<file path="src/hdl/osc_params.svh">
// constants for the oscillator select control block
`ifndef OSC_PARAMS_SVH
`define OSC_PARAMS_SVH
// register addresses (word index on the plain register port)
`define OSC_ADDR_CTRL 4'h0
`define OSC_ADDR_KEY 4'h1
`define OSC_ADDR_IRQ_STAT 4'h2
`define OSC_ADDR_IRQ_EN 4'h3
`define OSC_ADDR_IRQ_CLR 4'h4
// field positions in the control register
`define OSC_CUR_HI 14
`define OSC_CUR_LO 12
`define OSC_REQ_HI 10
`define OSC_REQ_LO 8
`define OSC_LOCK_BIT 7
`define OSC_PLL_LOCK_BIT 5
`define OSC_FAIL_BIT 3
`define OSC_SWEN_BIT 0
// unlock keys, written to the key register back to back
`define OSC_KEY1 16'h0055
`define OSC_KEY2 16'h00aa
// time one source change takes before it is reported
`define OSC_SWITCH_NS 64
`define OSC_CLK_NS 8
`define OSC_SWITCH_CYC ((`OSC_SWITCH_NS + `OSC_CLK_NS - 1) / `OSC_CLK_NS)
// interrupt status bits
`define OSC_IRQ_DONE 0
`define OSC_IRQ_FAIL 1
`define OSC_IRQ_REFUSED 2
`endif

</file>
<file path="src/hdl/osc_pkg.sv">
// types for the oscillator select control block
`default_nettype none
package osc_pkg;
  typedef enum logic [2:0] {
    OSC_SRC_FAST_RC = 3'h0,
    OSC_SRC_FAST_RC_PLL = 3'h1,
    OSC_SRC_PRI = 3'h2,
    OSC_SRC_PRI_PLL = 3'h3,
    OSC_SRC_RSVD = 3'h4,
    OSC_SRC_LOW_POWER_RC = 3'h5,
    OSC_SRC_BACKUP_RC = 3'h6,
    OSC_SRC_DIV_FAST_RC = 3'h7
  } osc_src_t;

  typedef struct packed {
    logic [3:0] addr;
    logic [15:0] wdata;
    logic wr;
    logic rd;
  } osc_bus_req_t;
endpackage : osc_pkg
`default_nettype wire

</file>
<file path="src/hdl/osc_sync.sv">
// two flip-flop synchroniser for level inputs from other domains
`default_nettype none
module osc_sync #(
  parameter int WIDTH = 1
) (
  input wire logic sys_clk_i,
  input wire logic sys_rst_i,
  input wire logic [WIDTH-1:0] async_i,
  output logic [WIDTH-1:0] sync_o
);
  logic [WIDTH-1:0] meta_q;
  logic [WIDTH-1:0] meta_d;
  logic [WIDTH-1:0] sync_q;
  logic [WIDTH-1:0] sync_d;

  always_comb
  begin
    meta_d = async_i;
    sync_d = meta_q;
  end

  always_ff @(posedge sys_clk_i)
  begin
    if (sys_rst_i)
    begin
      meta_q <= '0;
      sync_q <= '0;
    end
    else
    begin
      meta_q <= meta_d;
      sync_q <= sync_d;
    end
  end

  assign sync_o = sync_q;
endmodule : osc_sync
`default_nettype wire

</file>
<file path="src/hdl/osc_ctrl.sv">
// oscillator select control register with unlock, switch sequencing and fail flag
// Functional notes
// RL1 - current source field bits 14:12, read only, shows the active source code
// RL2 - requested source field bits 10:8 writable, loaded from configuration at reset
// RL3 - code 100 in either field is treated as fast RC
// RL4 - lock bit 7 with monitor config bit set freezes clock configuration
// RL5 - bit 5 reports PLL lock, read only
// RL6 - control writes take effect only right after the two-key unlock sequence
// RL7 - direct switch between the two PLL sources is refused
// RL8 - fail flag bit 3 cleared only by software; writing 1 while the flag is clear raises fail trap
// RL9 - bits 15, 11, 6, 4, 2, 1 ignore writes and read zero
// RL10 - switch enable bit 0 starts a switch, hardware clears it when done
// RL11 - detected oscillator failure sets fail flag and raises the trap
`include "osc_params.svh"
`default_nettype none
module osc_ctrl #(
  parameter logic [15:0] SWITCH_CYC = 16'(`OSC_SWITCH_CYC)
) (
  input wire logic sys_clk_i,
  input wire logic sys_rst_i,
  input wire logic [3:0] reg_addr_i,
  input wire logic [15:0] reg_wdata_i,
  input wire logic reg_wr_i,
  input wire logic reg_rd_i,
  output logic [15:0] reg_rdata_o,
  input wire logic [2:0] cfg_init_src_i,
  input wire logic cfg_switch_monitor_i,
  input wire logic pll_locked_i,
  input wire logic osc_fail_i,
  output logic [2:0] active_src_o,
  output logic fail_trap_o,
  output logic irq_o
);
  osc_pkg::osc_bus_req_t bus;
  logic [1:0] pin_sync;
  logic pll_lock_s;
  logic osc_fail_s;
  logic fail_s_q;
  logic [2:0] cur_q;
  logic [2:0] cur_d;
  logic [2:0] req_q;
  logic [2:0] req_d;
  logic lock_q;
  logic lock_d;
  logic fail_q;
  logic fail_d;
  logic swen_q;
  logic swen_d;
  logic [1:0] key_q;
  logic [1:0] key_d;
  logic [15:0] cnt_q;
  logic [15:0] cnt_d;
  logic init_q;
  logic [2:0] stat_q;
  logic [2:0] stat_d;
  logic [2:0] en_q;
  logic [2:0] en_d;
  logic [15:0] rdata_q;
  logic [15:0] rdata_d;
  logic irq_q;
  logic irq_d;
  logic init_d;
  logic fail_s_d;
  logic pll_hop;
  logic trap_q;
  logic trap_d;
  logic ctrl_wr;
  logic frozen;
  logic sw_done;
  logic sw_refused;
  logic fail_event;
  logic [2:0] stat_set;

  // reserved code falls back to fast RC
  function automatic logic [2:0] osc_norm(input logic [2:0] code);
    osc_norm = (code == osc_pkg::OSC_SRC_RSVD) ? 3'(osc_pkg::OSC_SRC_FAST_RC) : code; // [RL3]
  endfunction : osc_norm

  function automatic logic osc_is_pll(input logic [2:0] code);
    osc_is_pll = (code == osc_pkg::OSC_SRC_PRI_PLL) || (code == osc_pkg::OSC_SRC_FAST_RC_PLL);
  endfunction : osc_is_pll

  always_comb
  begin
    bus.addr = reg_addr_i;
    bus.wdata = reg_wdata_i;
    bus.wr = reg_wr_i;
    bus.rd = reg_rd_i;
  end

  osc_sync #(
    .WIDTH(2)
  ) u_sync (
    .sys_clk_i(sys_clk_i),
    .sys_rst_i(sys_rst_i),
    .async_i({pll_locked_i, osc_fail_i}),
    .sync_o(pin_sync)
  );
  assign pll_lock_s = pin_sync[1];
  assign osc_fail_s = pin_sync[0];
  // edge only, so a stuck failure does not re-trap after software clears the flag
  assign fail_event = osc_fail_s && !fail_s_q;

  // the key must be the access right before the control write; anything else disarms it
  assign ctrl_wr = bus.wr && (bus.addr == `OSC_ADDR_CTRL) && (key_q == 2'h2); // [RL6]
  assign frozen = lock_q && cfg_switch_monitor_i; // [RL4]
  // a pll-to-pll request is dropped at the start and again at the end of the switch,
  // since software may rewrite the requested field while the count runs down
  assign pll_hop = osc_is_pll(osc_norm(req_q)) && osc_is_pll(osc_norm(cur_q))
    && (osc_norm(req_q) != osc_norm(cur_q)); // [RL7]
  assign sw_refused = swen_q && (cnt_q == 16'h0000 || cnt_q == 16'h0001) && pll_hop; // [RL7]
  assign sw_done = swen_q && (cnt_q == 16'h0001) && !pll_hop;

  always_comb
  begin
    key_d = 2'h0;
    if (bus.wr && bus.addr == `OSC_ADDR_KEY)
    begin
      if (bus.wdata == `OSC_KEY1)
        key_d = 2'h1;
      else if (bus.wdata == `OSC_KEY2 && key_q == 2'h1)
        key_d = 2'h2;
    end
    else if (!bus.wr && !bus.rd)
      key_d = key_q;
  end

  always_comb
  begin
    cur_d = cur_q;
    req_d = req_q;
    lock_d = lock_q;
    fail_d = fail_q;
    swen_d = swen_q;
    cnt_d = cnt_q;
    trap_d = 1'b0;
    if (!init_q)
    begin
      req_d = cfg_init_src_i; // [RL2]
      cur_d = osc_norm(cfg_init_src_i); // [RL1]
    end
    if (ctrl_wr)
    begin
      if (!frozen)
      begin
        req_d = bus.wdata[`OSC_REQ_HI:`OSC_REQ_LO]; // [RL2]
        if (bus.wdata[`OSC_SWEN_BIT] && !swen_q)
        begin
          swen_d = 1'b1; // [RL10]
          cnt_d = 16'h0000;
        end
      end
      // lock bit is sticky once set until reset
      lock_d = lock_q | bus.wdata[`OSC_LOCK_BIT];
      if (!bus.wdata[`OSC_FAIL_BIT])
        fail_d = 1'b0; // [RL8]
      else if (!fail_q)
        trap_d = 1'b1; // [RL8]
      if (bus.wdata[`OSC_FAIL_BIT])
        fail_d = 1'b1;
    end
    if (swen_q)
    begin
      if (sw_refused)
      begin
        swen_d = 1'b0; // [RL7]
        cnt_d = 16'h0000;
      end
      else if (cnt_q == 16'h0000)
        cnt_d = SWITCH_CYC;
      else if (sw_done)
      begin
        cur_d = osc_norm(req_q); // [RL10] [RL3]
        swen_d = 1'b0; // [RL10]
        cnt_d = 16'h0000;
      end
      else
        cnt_d = cnt_q - 16'h0001;
    end
    // set wins over a software clear in the same cycle
    if (fail_event)
    begin
      fail_d = 1'b1; // [RL11]
      trap_d = 1'b1; // [RL11]
    end
  end

  assign stat_set = {sw_refused, fail_event || trap_d, sw_done};

  always_comb
  begin
    en_d = en_q;
    stat_d = stat_q;
    if (bus.wr && bus.addr == `OSC_ADDR_IRQ_EN)
      en_d = bus.wdata[2:0];
    if (bus.wr && bus.addr == `OSC_ADDR_IRQ_CLR)
      stat_d = stat_q & ~bus.wdata[2:0];
    stat_d = stat_d | stat_set;
    irq_d = |(stat_d & en_d);
  end

  // init_q marks the single cycle in which the configuration code is loaded
  always_comb
  begin
    init_d = 1'b1;
    fail_s_d = osc_fail_s;
  end

  always_comb
  begin
    rdata_d = 16'h0000; // [RL9]
    if (bus.rd)
    begin
      unique case (bus.addr)
        `OSC_ADDR_CTRL:
        begin
          rdata_d[`OSC_CUR_HI:`OSC_CUR_LO] = cur_q; // [RL1]
          rdata_d[`OSC_REQ_HI:`OSC_REQ_LO] = req_q;
          rdata_d[`OSC_LOCK_BIT] = lock_q;
          rdata_d[`OSC_PLL_LOCK_BIT] = pll_lock_s; // [RL5]
          rdata_d[`OSC_FAIL_BIT] = fail_q;
          rdata_d[`OSC_SWEN_BIT] = swen_q;
        end
        `OSC_ADDR_IRQ_STAT: rdata_d[2:0] = stat_q;
        `OSC_ADDR_IRQ_EN: rdata_d[2:0] = en_q;
        default: rdata_d = 16'h0000;
      endcase
    end
  end

  always_ff @(posedge sys_clk_i)
  begin
    if (sys_rst_i)
    begin
      cur_q <= 3'h0;
      req_q <= 3'h0;
      lock_q <= 1'b0;
      fail_q <= 1'b0;
      swen_q <= 1'b0;
      key_q <= 2'h0;
      cnt_q <= 16'h0000;
      init_q <= 1'b0;
      stat_q <= 3'h0;
      en_q <= 3'h0;
      rdata_q <= 16'h0000;
      irq_q <= 1'b0;
      trap_q <= 1'b0;
      fail_s_q <= 1'b0;
    end
    else
    begin
      cur_q <= cur_d;
      req_q <= req_d;
      lock_q <= lock_d;
      fail_q <= fail_d;
      swen_q <= swen_d;
      key_q <= key_d;
      cnt_q <= cnt_d;
      init_q <= init_d;
      stat_q <= stat_d;
      en_q <= en_d;
      rdata_q <= rdata_d;
      irq_q <= irq_d;
      trap_q <= trap_d;
      fail_s_q <= fail_s_d;
    end
  end

  assign reg_rdata_o = rdata_q;
  assign active_src_o = cur_q;
  assign fail_trap_o = trap_q;
  assign irq_o = irq_q;

  a_write_needs_key: assert property (@(posedge sys_clk_i) disable iff (sys_rst_i) // [RL6]
    (init_q && bus.wr && bus.addr == `OSC_ADDR_CTRL && key_q != 2'h2)
    |=> $stable(req_q)) else $error("control write took effect without unlock");

  a_key_armed: assert property (@(posedge sys_clk_i) disable iff (sys_rst_i) // [RL6]
    (bus.wr && bus.addr == `OSC_ADDR_KEY && bus.wdata == `OSC_KEY2 && key_q == 2'h1)
    |=> key_q == 2'h2) else $error("second key did not arm the control write");

  a_key_used: assert property (@(posedge sys_clk_i) disable iff (sys_rst_i) // [RL6]
    ctrl_wr |=> key_q == 2'h0)
    else $error("unlock was not consumed by the control write");

  a_init_load: assert property (@(posedge sys_clk_i) disable iff (sys_rst_i) // [RL2] [RL1]
    (!init_q && !ctrl_wr) |=> req_q == $past(cfg_init_src_i)
    && cur_q == osc_norm($past(cfg_init_src_i)))
    else $error("configuration code not loaded after reset");

  a_frozen_req: assert property (@(posedge sys_clk_i) disable iff (sys_rst_i) // [RL4]
    (init_q && frozen && !swen_q) |=> $stable(req_q) && !$rose(swen_q))
    else $error("locked configuration was modified");

  a_lock_sticky: assert property (@(posedge sys_clk_i) disable iff (sys_rst_i) // [RL4]
    lock_q |=> lock_q)
    else $error("lock bit cleared without reset");

  a_no_pll_hop: assert property (@(posedge sys_clk_i) disable iff (sys_rst_i) // [RL7]
    (init_q && osc_is_pll(cur_q) && $changed(cur_q)) |-> !osc_is_pll($past(cur_q)))
    else $error("direct pll to pll switch happened");

  a_refuse_keeps: assert property (@(posedge sys_clk_i) disable iff (sys_rst_i) // [RL7]
    sw_refused |=> !swen_q && $stable(cur_q))
    else $error("refused switch changed the current source");

  a_no_reserved: assert property (@(posedge sys_clk_i) disable iff (sys_rst_i) // [RL3] [RL1]
    init_q |-> cur_q != osc_pkg::OSC_SRC_RSVD)
    else $error("current source shows reserved code");

  a_cur_on_done: assert property (@(posedge sys_clk_i) disable iff (sys_rst_i) // [RL1]
    (init_q && $past(init_q) && $changed(cur_q)) |-> $past(sw_done))
    else $error("current source changed outside a switch");

  a_fail_sets: assert property (@(posedge sys_clk_i) disable iff (sys_rst_i) // [RL11]
    fail_event |=> fail_q && trap_q)
    else $error("oscillator failure did not set flag and trap");

  a_sw_fail_trap: assert property (@(posedge sys_clk_i) disable iff (sys_rst_i) // [RL8]
    (ctrl_wr && bus.wdata[`OSC_FAIL_BIT] && !fail_q) |=> trap_q && fail_q)
    else $error("software fail write did not trap");

  a_fail_only_sw: assert property (@(posedge sys_clk_i) disable iff (sys_rst_i) // [RL8]
    $fell(fail_q) |-> $past(ctrl_wr))
    else $error("fail flag cleared without software write");

  a_fail_hold: assert property (@(posedge sys_clk_i) disable iff (sys_rst_i) // [RL8]
    (fail_q && !ctrl_wr) |=> fail_q)
    else $error("fail flag dropped with no control write");

  a_swen_start: assert property (@(posedge sys_clk_i) disable iff (sys_rst_i) // [RL10]
    (ctrl_wr && !frozen && bus.wdata[`OSC_SWEN_BIT] && !swen_q) |=> swen_q)
    else $error("switch enable write did not start a switch");

  a_switch_ends: assert property (@(posedge sys_clk_i) disable iff (sys_rst_i) // [RL10]
    $rose(swen_q) |-> ##[1:300] !swen_q)
    else $error("switch enable never cleared");

  a_done_updates: assert property (@(posedge sys_clk_i) disable iff (sys_rst_i) // [RL10]
    sw_done |=> !swen_q && cur_q == osc_norm($past(req_q)))
    else $error("completed switch did not report the new source");

  a_pll_status: assert property (@(posedge sys_clk_i) disable iff (sys_rst_i) // [RL5]
    (bus.rd && bus.addr == `OSC_ADDR_CTRL)
    |=> reg_rdata_o[`OSC_PLL_LOCK_BIT] == $past(pll_lock_s))
    else $error("pll lock status misreported");

  a_reserved_zero: assert property (@(posedge sys_clk_i) disable iff (sys_rst_i) // [RL9]
    ($past(bus.rd) && $past(bus.addr) == `OSC_ADDR_CTRL)
    |-> (reg_rdata_o & 16'h8856) == 16'h0000)
    else $error("unimplemented bits read non-zero");
endmodule : osc_ctrl
`default_nettype wire

</file>
<file path="config.mk">
export PLATFORM = sky130hd
export DESIGN_NAME = osc_ctrl
export DESIGN_NICKNAME = d
export VERILOG_FILES = /design/src/hdl/osc_pkg.sv /design/src/hdl/osc_sync.sv /design/src/hdl/osc_ctrl.sv
export VERILOG_INCLUDE_DIRS = /design/src /design/src/hdl
export SDC_FILE = /design/constraint.sdc
export NUM_CORES = 1
export LEC_CHECK = 0
export BUFFER_PORTS_ARGS = -buffer_cell sky130_fd_sc_hd__buf_4
export CAP_MARGIN = 30
export CORE_UTILIZATION = 35
export DETAILED_ROUTE_END_ITERATION = 8
export GPL_ROUTABILITY_DRIVEN = 0
export GPL_TIMING_DRIVEN = 0
export SLEW_MARGIN = 20
export SYNTH_ARGS = -nofsm -noshare
export SYNTH_HDL_FRONTEND = slang
export SYNTH_SLANG_ARGS = --single-unit
</file>
<file path="constraint.sdc">
create_clock -name sys_clk_i -period 3.7 [get_ports sys_clk_i]
set_input_delay 0.74 -clock sys_clk_i [delete_from_list [all_inputs] [get_ports sys_clk_i]]
set_output_delay 0.74 -clock sys_clk_i [all_outputs]
set_load 0.02 [all_outputs]
</file>
==> impl_metrics.tcl <==
set metrics [dict create \
    synth.avg_cell_area_sq_um 9.32 \
    nets 358 \
    cts_tree "done" \
    clkLatencyLatePin_ns 0.31 \
    grt_pass1_vias 2120 \
    netlist_area_sq_mm 0.00252 \
    cp_common_cell "clkbuf_1" \
    h-tree-depth 2 \
    max-clock-path-buffers 2 \
    tightest_slew_ns 0.911 \
    synthDistinctLibCells 57 \
    cpPeakStageDelay_ns 0.62 \
    coreArea_sq_mm 0.00687 \
    endpoint_kind "register" \
    cts_buffers 5 \
    cap_violations 0 \
    synthCells 271 \
    mostFrequentLayoutCells "dfxtp_1, buf_4, nor2_1" \
    slew_headroom 0.384 \
    multi_input_area_sq_mm 0.00135 \
    clkTransAtPathRegs_ns 0.10 \
    dr_total_vias 2294 \
    drcViolationCount 0 \
    worstPathRequired_ns 3.87 \
    fp.dieW_microns 86.9 \
    fin_tns_setup_ns 0 \
    ys_async_sr_fraction 0 \
    setup_viol 0 \
    drt-initial-drc-count 129 \
    hold_buffers 0 \
    arrival_ns 3.00 \
    via_per_inst 5.42 \
    grt_pass1_wl_microns 10400 \
    critPathLaunchType "input pin" \
    hold_class "reg2reg" \
    antenna_found_initial 0 \
    min_period_ns 2.83 \
    nFillCells 692 \
    status "finished clean" \
    hold_viol 0 \
    dieArea_sq_mm 0.00756 \
    cts_setup_buffers 0 \
    port_buffers 45 \
    clock_sinks 53 \
    mostFrequentLayoutCell "dfxtp_1" \
    register_area_sq_mm 0.00106 \
    power_density_mw_per_mm2 351 \
    synth_edf_count 0 \
    synth_top_area_share 0.420 \
    start_util 0.368 \
    crit_path_max_fanout 10 \
    critPathKind "in2reg" \
    synth_seq_cells 53 \
    ir_drop_mv 0.121 \
    hpwl_microns 4660 \
    crit_family "buffers and inverters" \
    ys_seq_area_frac 0.420 \
    grt_max_degree 17 \
    wire_per_inst_microns 15.3 \
    rsz0062_at_grt "false" \
    finalNonFillerCells 423 \
    leakage_uw 0.00126 \
    die_h_microns 86.9 \
    drive_gt1_frac 0.199 \
    grt.total_usage 0.176 \
    dp.cells 415 \
    synthTopCellsByArea "dfxtp_1, a221oi_1, nor2_1" \
    critPathSlowestCell "nor4b_4" \
    power_uw 1090 \
    post_cts_resized 0 \
    cts_root_buf "clkbuf_8" \
    critPathBufInv 3 \
    gr-total-overflow 0 \
    io_pins 51 \
    fmax_mhz 354 \
    final_antenna_net_count 0 \
    yosysWarnings 0 \
    first_pass_iters 4 \
    slew_violations 0 \
    rrSetupSlack_ns 1.14 \
    synth_largest_area_cell "dfxtp_1" \
    drt_wl_total_microns 6460 \
    skew_ns 0.00905 \
    synth_ff_type "dfxtp_1" \
    row_count 30 \
    path_cells "clkbuf_1, nor4b_4, a41oi_1, clkbuf_1, clkbuf_1, o41ai_1, a221oi_1" \
    synthToLayoutAreaGrowth_pct 23.3 \
    diodes 0 \
    finalCritPeriodShare 0.764 \
]
[layout make-up]
type                       count  area share
clock buffer                   6      0.0265
inverter                      10      0.0121
clock inverter                 2      0.0121
sequential                    53       0.341
multi-input combinational    192       0.434
buffer                        19      0.0281
tap                           96      0.0386
timing repair buffer          45       0.108
[kinds of logic after synthesis]
group / synth area share
flip-flops: 0.420
other: 0.00149
AO/OA/AOI/OAI: 0.220
adder cells (fa/ha/maj): 0.00991
multiplexers: 0.0317
buffers and inverters: 0.0496
AND/OR/NAND/NOR: 0.257
XOR/XNOR: 0.0104
[stage by stage]
step	setup slack (ns)	cell area (sq um)	util	hold WS, ns
2_1_floorplan	1.07	2540	-	0.406
3_3_place_gp	0.625	2990	0.436	0.415
3_5_place_dp	0.584	2990	0.436	0.433
4_1_cts	0.901	3110	0.453	0.457
5_1_grt	0.727	3110	0.453	0.472
6_report	0.873	3110	0.453	0.447
[state kept, by name (all words and copies together) (netlist names)]
name and flops:
key_q 2, reg_rdata_o 12, active_src_o 3, req_q 3, irq_o 1, fail_trap_o 1
u_sync.sync_o 2, cnt_q 16, en_q 3, swen_q 1, u_sync.meta_q 2, init_q 1
fail_s_q 1, fail_q 1, lock_q 1, stat_q 3
[cell usage after synthesis, types with 3 or more instances]
master     n
a211oi_1   5
inv_1     10
nor4bb_1   5
mux2i_1    8
nor2_1    23
dfxtp_1   53
nor2b_1    7
buf_4      4
nand4_1    3
clkbuf_1  14
nand2_1    6
o221ai_1   3
nor3_1     4
and2_1    10
or3_1      5
a31oi_1    3
nor4_1     5
and3_1     5
o21ai_0   10
a21boi_0   3
o41ai_1    3
a221oi_1  10
or4_1      9
o31ai_1    6
o211ai_1   5
a21oi_1    7
nand3_1    4
[worst reg2reg max path: stages (launching register included)]
cell	delay (ns)
dfxtp_1	0.34
nor3b_1	0.65
a41oi_1	0.36
clkbuf_1	0.31
clkbuf_1	0.29
o41ai_1	0.34
a221oi_1	0.12
[worst paths after layout]
path / cells past startpoint / to / from
max: 7 / cnt_q[6] / reg_addr_i[0]
min: 1 / u_sync.sync_o[0] / u_sync.meta_q[0]
max reg2reg: 6 / cnt_q[6] / key_q[1]
min reg2reg: 1 / u_sync.sync_o[0] / u_sync.meta_q[0]
[per-layer routing]
layer / vias up / GRT usage / share of wire
met1: 1087 / 0.237 / 0.49
met3: 8 / 0.0294 / 0.036
met2: 51 / 0.282 / 0.46
met4: 0 / 0.0682 / 0.018
li1: 1148 / - / -
met5: - / 0 / 0
[where the power goes]
part	internal, uW	switching, uW
combinational	42.9	45.4
sequential	579	6.62
clock	220	199
No activity file was read; power rests on OpenSTA's default activity.
